`config.mk`:
```
export PLATFORM = sky130hd
export DESIGN_NAME = rgd_regs
export DESIGN_NICKNAME = d
export VERILOG_FILES = /design/src/logic/rgd_pkg.sv /design/src/logic/rgd_peak_if.sv /design/src/logic/rgd_peak_hold.sv /design/src/logic/rgd_regs.sv
export SDC_FILE = /design/constraint.sdc
export NUM_CORES = 1
export LEC_CHECK = 0
export BUFFER_PORTS_ARGS = -buffer_cell sky130_fd_sc_hd__buf_2
export CORE_AREA = 3 3 96 98
export DETAILED_ROUTE_END_ITERATION = 10
export DIE_AREA = 0 0 99 101
export PLACE_DENSITY = 0.57
export SYNTH_ARGS = -nofsm -noshare
export SYNTH_HDL_FRONTEND = slang
export SYNTH_SLANG_ARGS = --single-unit
```
`constraint.sdc`:
```
create_clock -name clock -period 3.2 [get_ports clock]
set_input_delay 0.32 -clock clock [delete_from_list [all_inputs] [get_ports clock]]
set_output_delay 0.32 -clock clock [all_outputs]
set_load 0.005 [all_outputs]
```
`src/logic/rgd_pkg.sv`:
```
// package: register offsets, fields and encodings of the regulator/rssi/gain group
package rgd_pkg;
   // register indices (printed offsets are not all multiples of four)
   localparam logic [7:0] IDX_REG_CTRL = 8'h2C;
   localparam logic [7:0] IDX_REG_DISP = 8'h2C;
   localparam logic [7:0] IDX_STRENGTH = 8'h2D;
   localparam logic [7:0] IDX_GAIN_CUT = 8'h2E;
   localparam logic [7:0] IDX_SPACE_SEL = 8'h3F;
   localparam int ADDR_W = 10;
   localparam logic [7:0] CTRL_RESET = 8'h00;
   localparam int CTRL_MODE_BIT = 7;
   localparam int CODE_HI = 6;
   localparam int CODE_LO = 3;
   localparam int SRC_HI = 2;
   localparam int LIM_BIT = 0;
   localparam logic [3:0] CODE_FIXED_HIGH = 4'hF;
   localparam logic [3:0] CODE_ZERO = 4'h0;
   localparam logic [2:0] SRC_RESERVED_LO = 3'h6;
   typedef enum logic [2:0] {
      RGD_SRC_MAIN, RGD_SRC_ANALOG, RGD_SRC_DIGITAL, RGD_SRC_RF, RGD_SRC_AM, RGD_SRC_TX
   } rgd_source_t;
   // byte address of a register index
   function automatic logic [ADDR_W-1:0] byte_addr(input logic [7:0] idx);
      byte_addr = {idx, 2'b00};
   endfunction
endpackage

```
`src/logic/rgd_peak_if.sv`:
```
// interface: peak tracker signals between main block and tracker
`timescale 1ns/1ps
`default_nettype none
interface rgd_peak_if;
   logic sampleValid;
   logic [3:0] sample;
   logic clear;
   logic [3:0] peak;
   modport owner (output sampleValid, output sample, output clear, input peak);
   modport tracker (input sampleValid, input sample, input clear, output peak);
endinterface
`default_nettype wire

```
`src/logic/rgd_peak_hold.sv`:
```
// peak-hold of one 4-bit rssi code
`timescale 1ns/1ps
`default_nettype none
module rgd_peak_hold (
   input wire logic clock,
   input wire logic rst_n,
   rgd_peak_if.tracker pk
);
   logic [3:0] peak;
   wire higher = pk.sampleValid && (pk.sample > peak);
   assign pk.peak = peak;
   always_ff @(posedge clock or negedge rst_n) begin
      if (!rst_n) begin
         peak <= rgd_pkg::CODE_ZERO;
      end else if (pk.clear) begin
         peak <= rgd_pkg::CODE_ZERO;
      end else if (higher) begin
         peak <= pk.sample;
      end
   end
   AST_PEAK_NO_DROP: assert property (@(posedge clock) disable iff (!rst_n)
      !$past(pk.clear) |-> peak >= $past(peak)) else $error("peak fell without clear");
endmodule
`default_nettype wire

```
`src/logic/rgd_regs.sv`:
```
// regulator control, regulator display, rssi peak and gain reduction registers
// Operation
// spaces A and B share 2Ch: A is the control, B the regulator display.
// control bit 7 picks adjust-command result or manual code for regulators.
// control bits 6:3 hold the manual 4-bit regulated-voltage code.
// low-supply: digital/analog follow rf setting; high-supply: fixed top code.
// control bits 2:0 select supply measure source; 110 and 111 reserved.
// display bits 7:4 show code from last adjust command.
// display bit 0 shows rf regulator current limit; bits 3:1 read zero.
// rssi bits 7:4 hold am peak until next reception or clear.
// rssi bits 3:0 hold pm peak until next reception or clear.
// rssi codes rise monotonically with level; passed through unchanged.
// gain register bits 7:4 show total am gain reduction.
// gain register bits 3:0 show total pm gain reduction.
// a peak field updates only when a new sample exceeds it.
// writes to display registers are ignored.
`timescale 1ns/1ps
`default_nettype none
module rgd_regs (
   input wire logic clock,
   input wire logic nrst,
   input wire logic [rgd_pkg::ADDR_W-1:0] address,
   input wire logic read,
   input wire logic write,
   input wire logic [31:0] writedata,
   input wire logic [3:0] byteenable,
   output logic [31:0] readdata,
   output logic waitrequest,
   output logic [1:0] response,
   input wire logic [3:0] adjustCode,
   input wire logic currentLimit,
   input wire logic highSupply,
   input wire logic receptionStart,
   input wire logic strengthClear,
   input wire logic strengthValid,
   input wire logic [3:0] amStrengthSample,
   input wire logic [3:0] pmStrengthSample,
   input wire logic [3:0] amGainCut,
   input wire logic [3:0] pmGainCut,
   output logic [3:0] rfSupplyCode,
   output logic [3:0] coreSupplyCode,
   output logic [2:0] measureSourceSelect,
   output logic spaceB
);
   logic rstMeta, rst_n;
   always_ff @(posedge clock or negedge nrst) begin
      if (!nrst) begin
         rstMeta <= 1'b0;
         rst_n <= 1'b0;
      end else begin
         rstMeta <= 1'b1;
         rst_n <= rstMeta;
      end
   end

   rgd_peak_if amPk ();
   rgd_peak_if pmPk ();
   rgd_peak_hold amHold (.clock(clock), .rst_n(rst_n), .pk(amPk));
   rgd_peak_hold pmHold (.clock(clock), .rst_n(rst_n), .pk(pmPk));
   wire peakClear = receptionStart || strengthClear;
   assign amPk.clear = peakClear;
   assign pmPk.clear = peakClear;
   assign amPk.sampleValid = strengthValid;
   assign pmPk.sampleValid = strengthValid;
   assign amPk.sample = amStrengthSample;
   assign pmPk.sample = pmStrengthSample;

   logic [7:0] control;
   logic [7:0] regDisplay, strength, gainCut;
   logic [31:0] rdata;
   logic ack;

   // one-cycle wait, answer on second edge
   wire req = read || write;
   wire lowWrite = write && byteenable[0];
   wire hitCtrl = address == rgd_pkg::byte_addr(rgd_pkg::IDX_REG_CTRL);
   wire hitStrength = address == rgd_pkg::byte_addr(rgd_pkg::IDX_STRENGTH);
   wire hitGain = address == rgd_pkg::byte_addr(rgd_pkg::IDX_GAIN_CUT);
   wire hitSpace = address == rgd_pkg::byte_addr(rgd_pkg::IDX_SPACE_SEL);
   wire hitAny = hitCtrl || hitStrength || hitGain || hitSpace;
   wire ctrlWrite = ack && lowWrite && hitCtrl && !spaceB;
   wire spaceWrite = ack && lowWrite && hitSpace;

   assign waitrequest = req && !ack;
   assign readdata = rdata;

   wire manual = control[rgd_pkg::CTRL_MODE_BIT];
   wire [3:0] manualCode = control[rgd_pkg::CODE_HI:rgd_pkg::CODE_LO];
   wire [3:0] next_rf = manual ? manualCode : adjustCode;
   wire [3:0] next_core = highSupply ? rgd_pkg::CODE_FIXED_HIGH : next_rf;
   wire [2:0] srcField = control[rgd_pkg::SRC_HI:0];

   always_comb begin
      regDisplay = {adjustCode, 3'b000, currentLimit};
      strength = {amPk.peak, pmPk.peak};
      gainCut = {amGainCut, pmGainCut};
   end

   wire [7:0] ctrlView = spaceB ? regDisplay : control;
   wire [7:0] next_byte = hitCtrl ? ctrlView :
                          hitStrength ? (spaceB ? 8'h00 : strength) :
                          hitGain ? (spaceB ? 8'h00 : gainCut) :
                          {7'h00, spaceB};

   always_ff @(posedge clock or negedge rst_n) begin
      if (!rst_n) begin
         ack <= 1'b0;
      end else begin
         ack <= req && !ack;
      end
   end

   always_ff @(posedge clock or negedge rst_n) begin
      if (!rst_n) begin
         control <= rgd_pkg::CTRL_RESET;
         spaceB <= 1'b0;
      end else begin
         if (ctrlWrite) begin
            control <= writedata[7:0];
         end
         if (spaceWrite) begin
            spaceB <= writedata[0];
         end
      end
   end

   always_ff @(posedge clock or negedge rst_n) begin
      if (!rst_n) begin
         rdata <= 32'h00000000;
         response <= 2'b00;
         rfSupplyCode <= rgd_pkg::CODE_ZERO;
         coreSupplyCode <= rgd_pkg::CODE_ZERO;
         measureSourceSelect <= 3'h0;
      end else begin
         rfSupplyCode <= next_rf;
         coreSupplyCode <= next_core;
         measureSourceSelect <= srcField;
         if (req && !ack) begin
            rdata <= (read && hitAny) ? {24'h000000, next_byte} : 32'h00000000;
            response <= hitAny ? 2'b00 : 2'b11;
         end
      end
   end

   AST_MODE_MANUAL: assert property (@(posedge clock) disable iff (!rst_n)
      manual |=> rfSupplyCode == $past(manualCode)) else $error("manual code not applied");
   AST_MODE_AUTO: assert property (@(posedge clock) disable iff (!rst_n)
      !manual |=> rfSupplyCode == $past(adjustCode)) else $error("adjust code not applied");
   AST_CORE_HIGH: assert property (@(posedge clock) disable iff (!rst_n)
      highSupply |=> coreSupplyCode == rgd_pkg::CODE_FIXED_HIGH) else $error("core not fixed");
   AST_CORE_LOW: assert property (@(posedge clock) disable iff (!rst_n)
      !highSupply |=> coreSupplyCode == rfSupplyCode) else $error("core not following rf");
   AST_SRC: assert property (@(posedge clock) disable iff (!rst_n)
      1'b1 |=> measureSourceSelect == $past(srcField)) else $error("source mismatch");
   AST_CTRL_WRITE: assert property (@(posedge clock) disable iff (!rst_n)
      ctrlWrite |=> control == $past(writedata[7:0])) else $error("control write lost");
   AST_RO_WRITE: assert property (@(posedge clock) disable iff (!rst_n)
      (write && spaceB && hitCtrl) |=> control == $past(control)) else $error("display write landed");
   AST_DISP_READ: assert property (@(posedge clock) disable iff (!rst_n)
      (read && ack && hitCtrl && spaceB) |-> readdata[3:1] == 3'b000) else $error("reserved bits set");
   AST_CLEAR: assert property (@(posedge clock) disable iff (!rst_n)
      peakClear |=> strength == 8'h00) else $error("peak not cleared");
   AST_ANSWER: assert property (@(posedge clock) disable iff (!rst_n)
      (req && !ack) |=> !waitrequest) else $error("no answer in two edges");
   COV_MANUAL: cover property (@(posedge clock) ctrlWrite && writedata[7]);
   COV_SPACEB_READ: cover property (@(posedge clock) read && ack && hitCtrl && spaceB);
   COV_PEAK: cover property (@(posedge clock) strengthValid && amStrengthSample > amPk.peak);
endmodule
`default_nettype wire

```
==> summary.md <==
| Metric | Value |
|---|---|
| Worst vdd ir | 0.130 mV |
| Layout Skew | 0.00312 ns |
| Die width | 99 µm |
| Post-DR wirelength/cell | 13.6 µm |
| Mean post-synth cell area | 10.3 µm² |
| Root buffer cell | clkbuf_8 |
| Initial Util | 26.4% |
| Hold Path Depth | 2 |
| Worst R2R Path Depth | 6 |
| Synth Area in XOR/XNOR | 0.388% |
| Post-Syn Area | 2260 µm² |
| Startpoint Class | register |
| CORE AREA | 8550 µm² |
| Max-cap violations | 0 |
| Compound-gate portion of the synthesized area | 14.3% |
| Worst Hold Class | in2reg |
| WL final | 5420 µm |
| Main combinational cell family by area after synthesis | simple AND/OR/NAND/NOR gates |
| Post-CTS resize count | 0 |
| Post-DP HPWL | 4290 µm |
| Leak | 1.32 nW |
| GP Congestion | 0.751 |
| Num CTS Buffers | 5 |
| Initial antenna violation count | 0 |
| Final setup fails | 0 |
| Clock Pin Slew Worst Setup and Hold Paths | 0.08 ns |
| WP data required | 3.41 ns |
| Run status | finished clean |
| Post-Syn Instances | 220 |
| Clk sinks | 40 |
| Fin. Hold Viols | 0 |
| Layout cell share with drive strength beyond 1 | 34.4% |
| Final Total Pwr | 0.989 mW |
| Die Ht | 101 µm |
| Overflow after GRT | 0 |
| Yosys reg bits | 40 |
| Max FO, Critical Path | 4 |
| Post-synthesis simple-gate area fraction | 15.9% |
| Post-route clock period utilization | 57.5% |
| Tmin final | 1.84 ns |
| Total Neg Setup Slack | 0 ns |
| Multiplexer share of the synthesized area | 8.31% |
| Most frequent cells in the layout | buf_2, dfrtp_1, conb_1 |
| TritonCTS clock tree | yes |
| Max-slew violations | 0 |
| Via count | 1769 |
| First-pass GRT wire length | 8570 µm |
| Starting DRC count in detailed routing | 61 |
| Area delta synth->final | 19.4% |
| Crit path kind | reg2reg |
| DR vias/cell | 4.43 |
| Critical Path AT | 2.04 ns |
| Routed Antenna Nets | 0 |
| Row count | 34 |
| Quantity of I/O buffers inserted on ports | 70 |
| Clock tree buffer depth | 2 |
| Largest net degree at the start of global routing | 39 |
| Ports | 122 |
| RSZ-0062 raised after global routing | false |
| Vias in the first global route | 1666 |
| Synth cell types | 43 |
| Die area | 10000 µm² |
| DRC | 0 |
| Number of diodes | 0 |
| Adder-cell share of the synthesized area | 4.43% |
| Post-synthesis sequential area ratio | 44.3% |
| GRT Resource Usage Total | 11.0% |
| Nets | 374 |
| Top achievable clock speed | 544 MHz |
| Clock H-tree levels | 2 |
| Most common cell after layout, fill and taps aside | buf_2 |
| YS warnings | 0 |
| Clk_lat worst skew | 0.29 ns |
| Power Density | 366 nW/µm² |
| 1st-pass router iterations | 4 |
| CP Capture Type | register |
## sequential cells by signal, indices dropped and copies added, names as in the netlist, 3 cells and up
register,flops
amHold.pk.peak,4
control,8
coreSupplyCode,4
measureSourceSelect,3
pmHold.pk.peak,4
readdata,8
rfSupplyCode,4
## synthesized netlist by cell type (all sizes together)
cell type | count | area, µm²
a21boi | 8 | 60.1
a21o | 2 | 15.0
a21oi | 2 | 10.0
a221o | 2 | 20.0
a221oi | 3 | 26.3
a22o | 4 | 35.0
a22oi | 3 | 22.5
a2bb2oi | 1 | 8.76
a31oi | 2 | 12.5
and2 | 2 | 12.5
and2b | 1 | 7.51
and3 | 3 | 18.8
and4 | 2 | 18.8
buf | 29 | 220
clkbuf | 2 | 7.51
conb | 2 | 7.51
dfrtp | 40 | 1000
ha | 8 | 100
inv | 12 | 45.0
mux2 | 14 | 158
mux2i | 3 | 30.0
nand2 | 14 | 52.6
nand2b | 2 | 12.5
nand3 | 10 | 50.1
nand3b | 1 | 7.51
nand4 | 5 | 46.3
nand4b | 1 | 8.76
nor2 | 10 | 45.0
nor2b | 3 | 18.8
nor3 | 2 | 10.0
nor3b | 1 | 12.5
nor4 | 1 | 6.26
o21a | 1 | 7.51
o21ai | 13 | 65.1
o31a | 2 | 17.5
o31ai | 3 | 22.5
or2 | 5 | 31.3
xor2 | 1 | 8.76
## power breakdown
group | switching, mW | total, mW | internal [mW]
sequential | 0.00573 | 0.522 | 0.517
clock | 0.171 | 0.319 | 0.148
combinational | 0.0849 | 0.148 | 0.0626
total | 0.261 | 0.989 | 0.728
## stage by stage
step / hold slack, ns / cell area [µm²] / utilization, % / setup slack [ns] / instances
after floorplan: 0.0244 / 2350 / - / 1.62 / 243
after global routing: 0.253 / 2700 / 31.6 / 1.03 / 399
after detailed placement: 0.106 / 2610 / 30.5 / 1.35 / 391
after global placement: 0.105 / 2610 / 30.5 / 1.41 / 391
final: 0.259 / 2700 / 31.6 / 1.36 / 399
after CTS: 0.250 / 2700 / 31.6 / 1.35 / 399
## logic make-up (layout without fill, tap and decap cells)
logic type                 Yosys count  count (layout)
and+or+nand+nor                     63              63
AOI/OAI and AO/OA                   46              46
buffers and inverters               43              91
DFF                                 40              40
muxes                               17              17
adders and majority gates            8               8
other                                2              25
xor gates and xnor gates             1               1
## path summary, 6_finish.rpt
check                           slack, ns                          endpoint                           from
worst min register to register       0.29  measureSourceSelect[0]$_DFF_PN0_                rst_n$_DFF_PN0_
min in group asynchronous            0.29  measureSourceSelect[0]$_DFF_PN0_                rst_n$_DFF_PN0_
worst max register to register       1.36     pmHold.pk.peak[2]$_DFFE_PN0P_  pmHold.pk.peak[3]$_DFFE_PN0P_
max in group asynchronous            2.57         rfSupplyCode[0]$_DFF_PN0_                rst_n$_DFF_PN0_
worst max-delay path                 1.36     pmHold.pk.peak[2]$_DFFE_PN0P_  pmHold.pk.peak[3]$_DFFE_PN0P_
worst min-delay path                 0.26            control[3]$_DFFE_PN0P_                   writedata[3]
## cell type report
| type | instances | area, µm² |
|---|---|---|
| clock inverters | 1 | 5.00 |
| inverters | 12 | 45.0 |
| clock buffers | 6 | 72.6 |
| repair buffers | 72 | 368 |
| fillers | 908 | 5850 |
| multi-input cells | 160 | 1070 |
| flip-flops and latches | 40 | 1000 |
| well taps | 108 | 135 |
## worst max-delay path, stage by stage (launching register included)
cell	delay, ns
dfrtp_1	0.38
inv_1	0.05
ha_1	0.31
and3_1	0.20
a221oi_1	0.48
o21ai_0	0.12
a21boi_0	0.20
## routing by layer
layer / vias up / track usage (%) / wire length (µm)
met1: 824 / 14.8 / 2520
met3: 6 / 2.63 / 371
li1: 876 / - / -
met4: 0 / 4.73 / 101
met5: - / 0 / 0
met2: 63 / 16.9 / 2430
## repair_timing
item / 4_1_cts / 5_1_grt
buffers inserted: 0 / 0
hold buffers: 1 / 0
hold endpoints to repair: 2 / 0
Power figures use the tool's default switching activity.
